==> src/logic/fpbl_map.vh <==
`ifndef FPBL_MAP_VH
`define FPBL_MAP_VH
// clock rate and the millisecond divider
`define FPBL_CLK_KHZ      20000
`define FPBL_MS_CYC       (`FPBL_CLK_KHZ)
// times in milliseconds
`define FPBL_DEB_MS       20
`define FPBL_BOOT_MS      40
`define FPBL_LOCK_WIN_MS  100
`define FPBL_HOLD_BLK_MS  5000
`define FPBL_HOLD_FAC_MS  10000
`define FPBL_DHCP_MS      5000
`define FPBL_DARK_MS      1000
`define FPBL_SLOW_HALF_MS 500
`define FPBL_FAST_HALF_MS 100
// flash halves are sized to the 8-bit half register they load
`define FPBL_FLASH_HALF_MS 8'hFA
`define FPBL_QUICK_HALF_MS 8'h64
// blink counts, sized to the 4-bit argument of the halves function
`define FPBL_AMBER_BLINKS 4'h6
`define FPBL_LOCK_BLINKS  4'h4
`define FPBL_DENY_BLINKS  4'h3
// selection codes: 0..3 inputs, then automatic
`define FPBL_SEL_AUTO     3'h4
`define FPBL_SEL_FIRST    3'h0
// audio route source codes
`define FPBL_RT_ORIG      2'h0
`define FPBL_RT_OUT1      2'h1
`define FPBL_RT_SECOND_OUTPUT_SELECT      2'h2
`define FPBL_RT_ANALOG    2'h3
// register offsets
`define FPBL_REG_CTRL     4'h0
`define FPBL_REG_STATUS   4'h4
`define FPBL_REG_SEL      4'h8
// control register fields
`define FPBL_CTRL_DHCP    0
`define FPBL_CTRL_LOCK    1
`endif

==> src/logic/fpbl_debounce.v <==
`timescale 1ns/1ns
`include "fpbl_map.vh"
// two-flop synchroniser plus a stability filter counted in milliseconds
module fpbl_debounce #(
	parameter DEB_MS = `FPBL_DEB_MS	// time the pin must stay steady
) (
	// clock and reset
	input  wire mclk,
	input  wire srst,
	// millisecond enable
	input  wire tick_ms,
	// raw button pin, active high
	input  wire pin,
	// filtered level and one-cycle press pulse
	output reg  level_r,
	output reg  press_r
);
	reg       sync0_r;	// first stage, read only by sync1_r
	reg       sync1_r;	// second stage
	reg [7:0] cnt_r;	// ms the pin has differed from level_r

	// synchronise, then accept a new level only after it held long enough
	always @(posedge mclk) begin
		if (srst) begin
			sync0_r <= 1'b0;
			sync1_r <= 1'b0;
			cnt_r   <= 8'h00;
			level_r <= 1'b0;
			press_r <= 1'b0;
		end else begin
			sync0_r <= pin;
			sync1_r <= sync0_r;
			press_r <= 1'b0;
			if (sync1_r == level_r) begin
				cnt_r <= 8'h00;	// bounce restarts the wait
			end else if (tick_ms) begin
				if (cnt_r == DEB_MS[7:0] - 8'h01) begin
					level_r <= sync1_r;
					press_r <= sync1_r;	// one press, one pulse
					cnt_r   <= 8'h00;
				end else begin
					cnt_r <= cnt_r + 8'h01;
				end
			end
		end
	end
endmodule // fpbl_debounce

==> src/logic/fpbl_ctrl.v <==
`timescale 1ns/1ns
`include "fpbl_map.vh"
// Notes on behaviour
// input indicator green only with signal
// link indicator dark, blinking, or steady
// output indicator green when present, unmuted
// protection indicator off, steady, or blinking
// select press steps output source
// auto wraps to first; presses debounced
// audio press loads next preset cyclically
// preset n blinks input n amber six
// presets route audio as tabulated
// static addressing default; gesture enables dynamic
// audio hold blinks at 5s, resets 10s
// factory reset darkens, restores, reboots
// reset button reboots, keeps settings
// slow heartbeat again after reboot
// paired press within 100ms toggles lock
// locked presses ignored, quick triple blink
// audio held at power-on enters upgrade
// upgrade mode: fast heartbeat, others dark
// normal operation blinks heartbeat slowly
module fpbl_ctrl #(
	parameter MS_CYC = `FPBL_MS_CYC	// clock cycles per millisecond
) (
	// clock and reset
	input  wire       mclk,
	input  wire       srst,
	// register port
	input  wire [3:0] reg_addr,
	input  wire [7:0] reg_wdata,
	input  wire       reg_wr,
	input  wire       reg_rd,
	output reg  [7:0] reg_rdata_r,
	// button pins, active high
	input  wire       btn_sel1,
	input  wire       btn_sel2,
	input  wire       btn_audio,
	input  wire       btn_reset,
	// status from the switching logic
	input  wire [3:0] in_sig,
	input  wire       tp_link,
	input  wire       tp_lowpwr,
	input  wire [1:0] out_sig,
	input  wire [1:0] out_mute,
	input  wire [1:0] out_enc,
	input  wire [1:0] out_incap,
	// rear indicators
	output reg  [3:0] led_in_r,
	output reg        led_tp_r,
	output reg  [1:0] led_out_r,
	output reg  [1:0] led_prot_r,
	// front indicators
	output reg        heartbeat_indicator_r,
	output reg  [1:0] led_auto_r,
	output reg  [3:0] led_sel_green_r,
	output reg  [3:0] led_sel_amber_r,
	// requests to the rest of the system
	output reg  [2:0] sel1_r,
	output reg  [2:0] sel2_r,
	output reg  [1:0] route_out1_r,
	output reg  [1:0] route_second_output_select_r,
	output reg  [1:0] route_analog_r,
	output reg        dhcp_en_r,
	output reg        factory_req_r,
	output reg        reboot_req_r,
	output reg        fw_mode_r
);
	// one-hot operating modes
	localparam [3:0] ST_BOOT = 4'h1;	// strap window after reset
	localparam [3:0] ST_RUN  = 4'h2;	// normal operation
	localparam [3:0] ST_FW   = 4'h4;	// forced firmware upgrade
	localparam [3:0] ST_DARK = 4'h8;	// leds dark after a gesture

	reg  [3:0]  st_r;	// mode
	reg  [15:0] div_r;	// ms divider
	reg         tick_r;	// one-cycle ms enable
	reg  [8:0]  slow_ms_r;	// heartbeat slow phase timer
	reg  [8:0]  fast_ms_r;	// fast phase timer
	reg         slow_r;	// slow blink phase
	reg         fast_r;	// fast blink phase
	reg  [6:0]  boot_ms_r;	// strap window timer
	reg  [1:0]  preset_r;	// 0..3 means preset 1..4
	reg         lock_r;	// front panel lock
	reg         pend2_r;	// sel2 press awaiting partner
	reg         penda_r;	// audio press awaiting partner
	reg  [6:0]  win_r;	// ms since the first pending press
	reg  [13:0] hold_a_r;	// audio hold time
	reg  [13:0] hold_1_r;	// sel1 hold time
	reg         fac_r;	// factory request issued, stay dark
	reg  [9:0]  dark_ms_r;	// dark timer after dhcp gesture
	reg  [3:0]  fl_cnt_r;	// front flash halves left
	reg  [7:0]  fl_ms_r;	// ms into current flash half
	reg  [7:0]  fl_half_r;	// length of a flash half
	reg         fl_on_r;	// flash phase
	reg  [3:0]  am_cnt_r;	// amber halves left
	reg  [7:0]  am_ms_r;	// ms into current amber half
	wire        lvl1, lvl2, lvla, lvlr;	// filtered levels
	wire        p1, p2, pa, pr;	// press pulses
	wire        pair;	// both paired buttons seen in the window
	wire        win_end;	// pairing window over
	wire        hold_blink;	// long audio hold in progress

	// next source in the sequence, wrapping after automatic
	function [2:0] next_sel;
		input [2:0] cur;
		begin
			if (cur == `FPBL_SEL_AUTO)
				next_sel = `FPBL_SEL_FIRST;
			else
				next_sel = cur + 3'h1;
		end
	endfunction

	// number of flash halves for n blinks: twice n, taken from its low three bits
	function [3:0] halves;
		input [3:0] n;
		begin
			halves = {n[2:0], 1'b0};
		end
	endfunction

	// four identical debouncers, one per button
	fpbl_debounce #(.DEB_MS(`FPBL_DEB_MS)) u_db1 (.mclk(mclk), .srst(srst), .tick_ms(tick_r),
		.pin(btn_sel1), .level_r(lvl1), .press_r(p1));
	fpbl_debounce #(.DEB_MS(`FPBL_DEB_MS)) u_db2 (.mclk(mclk), .srst(srst), .tick_ms(tick_r),
		.pin(btn_sel2), .level_r(lvl2), .press_r(p2));
	fpbl_debounce #(.DEB_MS(`FPBL_DEB_MS)) u_dba (.mclk(mclk), .srst(srst), .tick_ms(tick_r),
		.pin(btn_audio), .level_r(lvla), .press_r(pa));
	fpbl_debounce #(.DEB_MS(`FPBL_DEB_MS)) u_dbr (.mclk(mclk), .srst(srst), .tick_ms(tick_r),
		.pin(btn_reset), .level_r(lvlr), .press_r(pr));

	assign pair       = (p2 | pend2_r) & (pa | penda_r) & (p2 | pa);
	assign win_end    = tick_r & (win_r == `FPBL_LOCK_WIN_MS - 1);
	assign hold_blink = lvla & ~lock_r & (hold_a_r >= `FPBL_HOLD_BLK_MS);

	// ms divider and the two free-running blink phases
	always @(posedge mclk) begin
		if (srst) begin
			div_r     <= 16'h0000;
			tick_r    <= 1'b0;
			slow_ms_r <= 9'h000;
			fast_ms_r <= 9'h000;
			slow_r    <= 1'b0;
			fast_r    <= 1'b0;
		end else begin
			tick_r <= (div_r == MS_CYC[15:0] - 16'h0001);
			div_r  <= (div_r == MS_CYC[15:0] - 16'h0001) ? 16'h0000 : div_r + 16'h0001;
			if (tick_r) begin
				if (slow_ms_r == `FPBL_SLOW_HALF_MS - 1) begin
					slow_ms_r <= 9'h000;
					slow_r    <= ~slow_r;
				end else begin
					slow_ms_r <= slow_ms_r + 9'h001;
				end
				if (fast_ms_r == `FPBL_FAST_HALF_MS - 1) begin
					fast_ms_r <= 9'h000;
					fast_r    <= ~fast_r;	// 200 ms cycle
				end else begin
					fast_ms_r <= fast_ms_r + 9'h001;
				end
			end
		end
	end

	// mode, buttons, lock, gestures and requests
	always @(posedge mclk) begin
		if (srst) begin
			st_r          <= ST_BOOT;
			boot_ms_r     <= 7'h00;
			sel1_r        <= `FPBL_SEL_FIRST;
			sel2_r        <= `FPBL_SEL_FIRST;
			preset_r      <= 2'h0;
			lock_r        <= 1'b0;
			pend2_r       <= 1'b0;
			penda_r       <= 1'b0;
			win_r         <= 7'h00;
			hold_a_r      <= 14'h0000;
			hold_1_r      <= 14'h0000;
			fac_r         <= 1'b0;
			dark_ms_r     <= 10'h000;
			dhcp_en_r     <= 1'b0;
			factory_req_r <= 1'b0;
			reboot_req_r  <= 1'b0;
			fw_mode_r     <= 1'b0;
			fl_cnt_r      <= 4'h0;
			fl_ms_r       <= 8'h00;
			fl_half_r     <= `FPBL_FLASH_HALF_MS;
			fl_on_r       <= 1'b0;
			am_cnt_r      <= 4'h0;
			am_ms_r       <= 8'h00;
		end else begin
			factory_req_r <= 1'b0;
			reboot_req_r  <= pr;
			// flash engine runs down on its own
			if (tick_r && fl_cnt_r != 4'h0) begin
				if (fl_ms_r == fl_half_r - 8'h01) begin
					fl_ms_r  <= 8'h00;
					fl_on_r  <= ~fl_on_r;
					fl_cnt_r <= fl_cnt_r - 4'h1;
				end else begin
					fl_ms_r <= fl_ms_r + 8'h01;
				end
			end
			// amber engine for the loaded preset
			if (tick_r && am_cnt_r != 4'h0) begin
				if (am_ms_r == `FPBL_FLASH_HALF_MS - 1) begin
					am_ms_r  <= 8'h00;
					am_cnt_r <= am_cnt_r - 4'h1;
				end else begin
					am_ms_r <= am_ms_r + 8'h01;
				end
			end
			// software write to control; a gesture in the same cycle wins
			if (reg_wr && reg_addr == `FPBL_REG_CTRL) begin
				dhcp_en_r <= reg_wdata[`FPBL_CTRL_DHCP];
				lock_r    <= reg_wdata[`FPBL_CTRL_LOCK];
			end
			case (st_r)
				ST_BOOT: begin
					// wait out the debouncer before trusting the strap
					if (tick_r)
						boot_ms_r <= boot_ms_r + 7'h01;
					if (boot_ms_r == `FPBL_BOOT_MS) begin
						st_r      <= lvla ? ST_FW : ST_RUN;
						fw_mode_r <= lvla;
					end
				end
				ST_FW: begin
					st_r <= ST_FW;	// only a reset leaves upgrade mode
				end
				ST_DARK: begin
					// factory stays dark until the reboot resets us
					if (tick_r && !fac_r) begin
						if (dark_ms_r == `FPBL_DARK_MS - 1) begin
							dark_ms_r <= 10'h000;
							st_r      <= ST_RUN;
						end else begin
							dark_ms_r <= dark_ms_r + 10'h001;
						end
					end
				end
				ST_RUN: begin
					// sel1 acts at once; sel2 and audio wait for a partner
					if (p1) begin
						if (lock_r) begin
							fl_cnt_r  <= halves(`FPBL_DENY_BLINKS);
							fl_half_r <= `FPBL_QUICK_HALF_MS;
							fl_ms_r   <= 8'h00;
							fl_on_r   <= 1'b1;
						end else begin
							sel1_r <= next_sel(sel1_r);
						end
					end
					if (pair) begin
						lock_r    <= ~lock_r;
						pend2_r   <= 1'b0;
						penda_r   <= 1'b0;
						fl_cnt_r  <= halves(`FPBL_LOCK_BLINKS);
						fl_half_r <= `FPBL_FLASH_HALF_MS;
						fl_ms_r   <= 8'h00;
						fl_on_r   <= 1'b1;
					end else if (p2 || pa) begin
						pend2_r <= pend2_r | p2;
						penda_r <= penda_r | pa;
						if (!pend2_r && !penda_r)
							win_r <= 7'h00;
					end else if (win_end && (pend2_r || penda_r)) begin
						pend2_r <= 1'b0;
						penda_r <= 1'b0;
						if (lock_r) begin
							fl_cnt_r  <= halves(`FPBL_DENY_BLINKS);
							fl_half_r <= `FPBL_QUICK_HALF_MS;
							fl_ms_r   <= 8'h00;
							fl_on_r   <= 1'b1;
						end else begin
							if (pend2_r)
								sel2_r <= next_sel(sel2_r);
							if (penda_r) begin
								preset_r <= preset_r + 2'h1;
								am_cnt_r <= halves(`FPBL_AMBER_BLINKS);
								am_ms_r  <= 8'h00;
							end
						end
					end else if (tick_r && (pend2_r || penda_r)) begin
						win_r <= win_r + 7'h01;
					end
					// long holds, counted only while unlocked
					if (!lvla || lock_r)
						hold_a_r <= 14'h0000;
					else if (tick_r && hold_a_r != `FPBL_HOLD_FAC_MS)
						hold_a_r <= hold_a_r + 14'h0001;
					if (!lvl1 || lock_r)
						hold_1_r <= 14'h0000;
					else if (tick_r && hold_1_r != `FPBL_DHCP_MS)
						hold_1_r <= hold_1_r + 14'h0001;
					if (hold_a_r == `FPBL_HOLD_FAC_MS) begin
						factory_req_r <= 1'b1;
						fac_r         <= 1'b1;
						st_r          <= ST_DARK;
					end else if (hold_1_r == `FPBL_DHCP_MS) begin
						dhcp_en_r <= 1'b1;
						hold_1_r  <= 14'h0000;
						dark_ms_r <= 10'h000;
						st_r      <= ST_DARK;
					end
				end
				default: begin
					st_r <= ST_BOOT;
				end
			endcase
		end
	end

	// audio routing per preset
	always @(posedge mclk) begin
		if (srst) begin
			route_out1_r   <= `FPBL_RT_OUT1;
			route_second_output_select_r   <= `FPBL_RT_OUT1;
			route_analog_r <= `FPBL_RT_OUT1;
		end else begin
			case (preset_r)
				2'h0: begin	// copy output 1 audio everywhere
					route_out1_r   <= `FPBL_RT_OUT1;
					route_second_output_select_r   <= `FPBL_RT_OUT1;
					route_analog_r <= `FPBL_RT_OUT1;
				end
				2'h2: begin	// analog input to all outputs
					route_out1_r   <= `FPBL_RT_ANALOG;
					route_second_output_select_r   <= `FPBL_RT_ANALOG;
					route_analog_r <= `FPBL_RT_ANALOG;
				end
				2'h3: begin	// originals kept, output 2 de-embedded
					route_out1_r   <= `FPBL_RT_OUT1;
					route_second_output_select_r   <= `FPBL_RT_SECOND_OUTPUT_SELECT;
					route_analog_r <= `FPBL_RT_SECOND_OUTPUT_SELECT;
				end
				default: begin	// preset 2: untouched streams
					route_out1_r   <= `FPBL_RT_ORIG;
					route_second_output_select_r   <= `FPBL_RT_ORIG;
					route_analog_r <= `FPBL_RT_ORIG;
				end
			endcase
		end
	end

	// indicators: every one is a flop, dark outside normal running except the heartbeat in upgrade mode
	always @(posedge mclk) begin : leds
		integer i;
		if (srst) begin
			led_in_r              <= 4'h0;
			led_tp_r              <= 1'b0;
			led_out_r             <= 2'h0;
			led_prot_r            <= 2'h0;
			heartbeat_indicator_r <= 1'b0;
			led_auto_r            <= 2'h0;
			led_sel_green_r       <= 4'h0;
			led_sel_amber_r       <= 4'h0;
		end else if (st_r != ST_RUN) begin
			led_in_r              <= 4'h0;
			led_tp_r              <= 1'b0;
			led_out_r             <= 2'h0;
			led_prot_r            <= 2'h0;
			heartbeat_indicator_r <= (st_r == ST_FW) & fast_r;
			led_auto_r            <= 2'h0;
			led_sel_green_r       <= 4'h0;
			led_sel_amber_r       <= 4'h0;
		end else begin
			heartbeat_indicator_r <= slow_r;
			led_in_r              <= in_sig;
			led_tp_r              <= tp_link | (tp_lowpwr & slow_r);
			led_out_r             <= out_sig & ~out_mute;
			led_prot_r            <= (out_enc & ~out_incap) | (out_incap & {2{slow_r}});
			if (hold_blink) begin
				led_auto_r      <= {2{fast_r}};
				led_sel_green_r <= {4{fast_r}};
			end else if (fl_cnt_r != 4'h0) begin
				led_auto_r      <= {2{fl_on_r}};
				led_sel_green_r <= {4{fl_on_r}};
			end else begin
				led_auto_r <= {sel2_r == `FPBL_SEL_AUTO, sel1_r == `FPBL_SEL_AUTO};
				for (i = 0; i < 4; i = i + 1) begin
					// selected input: steady with signal, blinking without
					led_sel_green_r[i] <= ((sel1_r == i[2:0]) | (sel2_r == i[2:0])) & (in_sig[i] | slow_r);
				end
			end
			for (i = 0; i < 4; i = i + 1) begin
				led_sel_amber_r[i] <= (am_cnt_r != 4'h0) & ~am_cnt_r[0] & (preset_r == i[1:0]);
			end
		end
	end

	// register reads: data in the cycle after the strobe
	always @(posedge mclk) begin
		if (srst) begin
			reg_rdata_r <= 8'h00;
		end else if (reg_rd) begin
			case (reg_addr)
				`FPBL_REG_CTRL:   reg_rdata_r <= {6'h00, lock_r, dhcp_en_r};
				`FPBL_REG_STATUS: reg_rdata_r <= {fw_mode_r, fac_r, st_r[1], lvlr, lock_r, 1'b0, preset_r};
				`FPBL_REG_SEL:    reg_rdata_r <= {1'b0, sel2_r, 1'b0, sel1_r};
				default:          reg_rdata_r <= 8'h00;	// unmapped reads zero
			endcase
		end else begin
			reg_rdata_r <= 8'h00;
		end
	end
endmodule // fpbl_ctrl

==> config.mk <==
export PLATFORM = sky130hd
export DESIGN_NAME = fpbl_ctrl
export DESIGN_NICKNAME = d
export VERILOG_FILES = /design/src/logic/fpbl_debounce.v /design/src/logic/fpbl_ctrl.v
export VERILOG_INCLUDE_DIRS = /design/src /design/src/logic
export SDC_FILE = /design/constraint.sdc
export NUM_CORES = 1
export LEC_CHECK = 0
export BUFFER_PORTS_ARGS = -buffer_cell sky130_fd_sc_hd__clkbuf_2
export CAP_MARGIN = 15
export CELL_PAD_IN_SITES_DETAIL_PLACEMENT = 1
export CELL_PAD_IN_SITES_GLOBAL_PLACEMENT = 1
export CORE_MARGIN = 8
export CORE_UTILIZATION = 46
export CTS_CLUSTER_SIZE = 16
export DETAILED_ROUTE_END_ITERATION = 7
export GPL_TIMING_DRIVEN = 0
export PLACE_DENSITY = 0.85
export SKIP_CTS_REPAIR_TIMING = 1
export SYNTH_ARGS = -nofsm -noshare
export SYNTH_HDL_FRONTEND = slang
export SYNTH_SLANG_ARGS = --single-unit
==> constraint.sdc <==
create_clock -name mclk -period 2.9 [get_ports mclk]
set_input_delay 0.29 -clock mclk [delete_from_list [all_inputs] [get_ports mclk]]
set_output_delay 0.29 -clock mclk [all_outputs]
set_load 0.02 [all_outputs]
# Word-level counts from Yosys, hierarchy flattened
# Cells that the tools add are included.
# op_classes
add_sub_neg	20
n_lt_le_gt_ge	1
n_eq_ne	46
n_mux	100
bitwise	52
n_reduce_logical	58
# ops
cell	count
8-bit two-way mux	27
4-bit two-way mux	24
14-bit two-way mux	6
8-bit by 1-bit adder with 8-bit output (second input constant)	6
10-bit two-way mux	4
8-bit by 5-bit equality test with 1-bit output (second input constant)	4
14-bit by 1-bit adder with 14-bit output (second input constant)	2
7-bit two-way mux	4
8-bit case mux with 3 select lines	1
1-bit two-way mux	23
10-bit case mux with 2 select lines	1
9-bit by 1-bit adder with 9-bit output (second input constant)	2
9-bit two-way mux	2
1-bit inverter	18
2-bit OR reduction	9
16-bit by 1-bit adder with 16-bit output (second input constant)	1
1-bit AND	16
16-bit by 15-bit equality test with 1-bit output (second input constant)	1
4-bit case mux with 4 select lines	1
4-bit OR reduction	4
3-bit AND reduction	5
7-bit by 1-bit adder with 7-bit output (second input constant)	2
14-bit by 13-bit equality test with 1-bit output (second input constant)	1
14-bit equality test (second input constant)	1
other kinds (50)	112
# word_totals
register_bits	222
input_bits	34
out_inout_bits	44
word_cells	337

# Logic depth before layout (Yosys ltp)
# logic_depth
depth_word	11
depth_mapped	10

# Cells and area by module
# A second synthesis with hierarchy kept.
# hier_totals
hier_cells	1122
area_unflattened_um2	9990.8
# by_module_without_submodules
mod	n_inst	cells_each	area_per_inst_um2
fpbl_ctrl	1	912	7938.9
fpbl_debounce (u_db1 ...)	3	53	501.7
fpbl_debounce (u_dbr)	1	51	546.8

# Least setup slack after synthesis
# Ideal clock, no wire load.
# synth_timing
path_type	register -> register
start	register fl_half_r[0]
end	register fl_on_r
t_arrival_ns	2.512
slack_ns	0.311
path_stages_with_launch	9
period_less_slack_ns	2.589
cell_sequence	dfxtp_1 > inv_1 > ha_1 > xnor2_1 > or4_1 > or4_4 > buf_6 > or3_1 > a41oi_2
# synth_via
elab_chain_len	11
# synth_rtl
item	line_no	text
start: declaration	fpbl_ctrl.v:94	reg [7:0] fl_half_r;
start signal: assignment	fpbl_ctrl.v:188	fl_half_r <= `FPBL_FLASH_HALF_MS;
start signal: assignment	fpbl_ctrl.v:248	fl_half_r <= `FPBL_QUICK_HALF_MS;
start signal: assignment	fpbl_ctrl.v:260	fl_half_r <= `FPBL_FLASH_HALF_MS;
8-bit by 1-bit subtractor with 8-bit output *	fpbl_ctrl.v:197	if (fl_ms_r == fl_half_r - 8'h01) begin
8-bit equality test *	fpbl_ctrl.v:197	
1-bit two-way mux *	fpbl_ctrl.v:197	
1-bit two-way mux *	fpbl_ctrl.v:196	if (tick_r && fl_cnt_r != 4'h0) begin
1-bit two-way mux	fpbl_ctrl.v:246	if (lock_r) begin
1-bit two-way mux	fpbl_ctrl.v:245	if (p1) begin
1-bit two-way mux	fpbl_ctrl.v:271	if (lock_r) begin
1-bit two-way mux	fpbl_ctrl.v:268	end else if (win_end && (pend2_r || penda_r)) begin
1-bit two-way mux	fpbl_ctrl.v:263	end else if (p2 || pa) begin
1-bit two-way mux	fpbl_ctrl.v:255	if (pair) begin
1-bit two-way mux *	fpbl_ctrl.v:219	case (st_r)
end signal: assignment	fpbl_ctrl.v:199	fl_on_r <= ~fl_on_r;
end: declaration	fpbl_ctrl.v:95	reg fl_on_r;
# Every way passes the cells marked *; elsewhere a longest branch is shown, timed or not.
# A chain may end at the register's enable or synchronous reset.

# Worst setup path in the final report
# Ends and elaborated chain as after synthesis.

==> results.sh <==
export IMPL_cts_sinks=222
export IMPL_end_kind="flop"
export IMPL_synth_edff_count=0
export IMPL_final_nets=1316
export IMPL_crit_fanout=10
export IMPL_whs_ns=-0.00720
export IMPL_cts_made_buffers=25
export IMPL_ir_worst_vdd_v=0.000403
export IMPL_core_area_sq_um=21100
export IMPL_setup_viol=0
export IMPL_initial_core_util_pct=47.0
export IMPL_crit_slowest_cell="or4_1"
export IMPL_ant_nets=0
export IMPL_syn_area_sq_um=9900
export IMPL_antenna_found_initial=0
export IMPL_holdPathStages=2
export IMPL_netlist_cell_type_count=60
export IMPL_critPathBufInv=2
export IMPL_place_gp_congestion=0.813
export IMPL_yosysWarnings=0
export IMPL_grt_start_max_net_pins=15
export IMPL_via_count=8534
export IMPL_clk_path_buf_depth=3
export IMPL_vias_per_cell=5.54
export IMPL_drive_gt1_share_pct=11.0
export IMPL_die_w_um=163
export IMPL_final_fill_count=2533
export IMPL_path_class="reg -> reg"
export IMPL_min_period_ns=2.78
export IMPL_fin_skew_ns=0.00778
export IMPL_synth_seq_cells=222
export IMPL_clkSlewWorstSetupHoldPaths_ns=0.06
export IMPL_leakage_nw=4.33
export IMPL_synth_top_area_cell="dfxtp_1"
export IMPL_ff2ff_path_depth=8
export IMPL_fp_dieH_um=163
export IMPL_syn_nets=1212
export IMPL_worstPathArrival_ns=3.23
export IMPL_ff_latch_area_sq_um=4440
export IMPL_rrSetupSlack_ns=0.12
export IMPL_rr_endpoint="fl_on_r"
export IMPL_grt_ovfl_total=0
export IMPL_first_pass_iters=5
export IMPL_antennaDiodeCount=0
export IMPL_holdPathEnd="u_dba.sync0_r"
export IMPL_rr_startpoint="fl_half_r[0]"
export IMPL_fmax_mhz=360
export IMPL_synth_area_leaders="dfxtp_1 45%, nor2_1 7.5%, xor2_1 6.2%, xnor2_1 5.0%, ha_1 4.5%"
export IMPL_cts_root_buf="clkbuf_16"
export IMPL_cp_top_family="simple AND/OR/NAND/NOR gates"
export IMPL_async_flop_share_pct=0
export IMPL_synth_ff_type="dfxtp_1"
export IMPL_die_area_sq_um=26500
export IMPL_wl_um=27800
export IMPL_drtIter0Drc=406
export IMPL_post_route_util_pct=55.0
export IMPL_num_io_pins=78
export IMPL_cp_cell_sequence="inv_1 > ha_1 > xnor2_1 > or4_1 > or4_4 > buf_6 > or3_1 > a41oi_2"
export IMPL_rsz0062_at_grt="no"
export IMPL_dp_hpwl_um=19500
export IMPL_slew_headroom_pct=18.1
export IMPL_avgRoutedWirePerCell_um=18.1
export IMPL_violations="negative hold slack"
export IMPL_syn_inst=1142
export IMPL_grt_total_usage_pct=20.6
export IMPL_layout_commonest_cell="dfxtp_1"
export IMPL_p_per_area_nw_per_um2=576
export IMPL_status="complete, but fails checks"
export IMPL_most_common_layout_cells="222 x dfxtp_1, 197 x nor2_1, 97 x nand2_1"
export IMPL_maxSlewViolCount=0
export IMPL_fp_row_count=53
export IMPL_cts_tree="done"
export IMPL_io_buffers=70
export IMPL_drv_cap=0
export IMPL_synth_top_cell_area_share_pct=44.9
export IMPL_min_from="btn_audio"
export IMPL_hold_viol_final=1
export IMPL_cpPeakStageDelay_ns=0.51
export IMPL_final_period_utilization_pct=95.9
export IMPL_drc_errors=0
export IMPL_power_w=0.00667
export IMPL_ys_seq_area_share_pct=44.9
export IMPL_place_area_sq_um=10600
export IMPL_htree_num_levels=1
export IMPL_syn_avg_cell_area_sq_um=8.67
export IMPL_grt_pass1_vias=8991
export IMPL_worstSkewPairLatency_ns=0.52
export IMPL_multi_input_area_sq_um=5180
export IMPL_tightest_slew_ns=1.21
export IMPL_syn_to_final_growth_pct=17.0
export IMPL_hp_class="in -> reg"
export IMPL_crit_required_ns=3.35
export IMPL_crit_path_start_kind="flop"
export IMPL_grt_pass1_wl_um=45300
export IMPL_finalInstanceArea_sq_um=11600
[cell type report]
cell class / count / area share [%]
Inverter: 31 / 1.00
Multi-Input combinational cell: 849 / 44.7
Buffer: 40 / 1.47
Timing Repair Buffer: 77 / 3.58
Tap cell: 275 / 2.97
Clock buffer: 32 / 6.14
Clock inverter: 14 / 1.77
Sequential cell: 222 / 38.3
[layer usage]
metal	wire length (um)	GRT usage, %
met3	1490	4.12
met5	0	0
met1	11700	24.3
met4	901	7.34
met2	13700	36.6
[sequential cells by signal (all words and copies together) (netlist names), 9 cells and up]
signal     flops
div_r         16
hold_1_r      14
hold_a_r      14
dark_ms_r     10
fast_ms_r      9
slow_ms_r      9
[report_power, final]
part	internal [W]	switching, W
registers	0.00306	0.00000614
logic	0.0000400	0.0000834
clock network	0.00218	0.00131
[synth_stat cells (5+ instances only)]
library cell,count
o21ai_1,5
nand2b_1,7
clkbuf_1,34
inv_1,31
nor2_1,197
or4_1,9
nand2_1,97
o21ai_0,22
dfxtp_1,222
nand4b_1,5
and3_1,30
nand3_1,45
a21oi_1,56
xnor2_1,57
ha_1,36
nand4_1,38
mux2i_1,16
xor2_1,70
nor4_1,9
or2_2,6
nor2b_1,17
nor4b_1,8
or3_1,14
nor3b_1,8
a22oi_1,6
nor3_1,30
and2_1,13
[worst max path at each step]
stage	cells after the start	endpoint	slack, ns	from
global route	8	fl_on_r	0.01	fl_half_r[0]
finish	8	fl_on_r	0.12	fl_half_r[0]
floorplan	8	fl_on_r	0.31	fl_half_r[0]
CTS	7	hold_1_r[10]	-0.09	hold_1_r[2]
global placement	7	hold_1_r[10]	0.03	hold_1_r[2]
detailed placement	7	hold_1_r[12]	-0.07	hold_1_r[2]
[stage by stage]
stage / worst slack (ns) / std cells / hold WS, ns / setup TNS (ns)
finish: 0.119 / 1540 / -0.00720 / 0
global route: 0.0121 / 1540 / 0.00185 / 0
CTS: -0.0865 / 1533 / -0.0782 / -0.959
detailed placement: -0.0692 / 1487 / 0.429 / -0.592
global placement: 0.0317 / 1487 / 0.420 / 0
floorplan: 0.311 / 1142 / 0.366 / 0
[kinds of logic (layout without fill, tap and decap cells)]
| family | Yosys count | in the layout | share of synthesized area (%) |
|---|---|---|---|
| adder cells (fa/ha/maj) | 36 | 36 | 4.55 |
| multiplexers | 16 | 16 | 1.62 |
| flip-flops | 222 | 222 | 44.9 |
| AO/OA/AOI/OAI | 119 | 119 | 7.13 |
| AND/OR/NAND/NOR | 551 | 551 | 27.7 |
| XOR/XNOR | 127 | 127 | 11.2 |
| buffers and inverters | 71 | 194 | 2.87 |
Note: power is estimated with default switching activity, not from simulation.
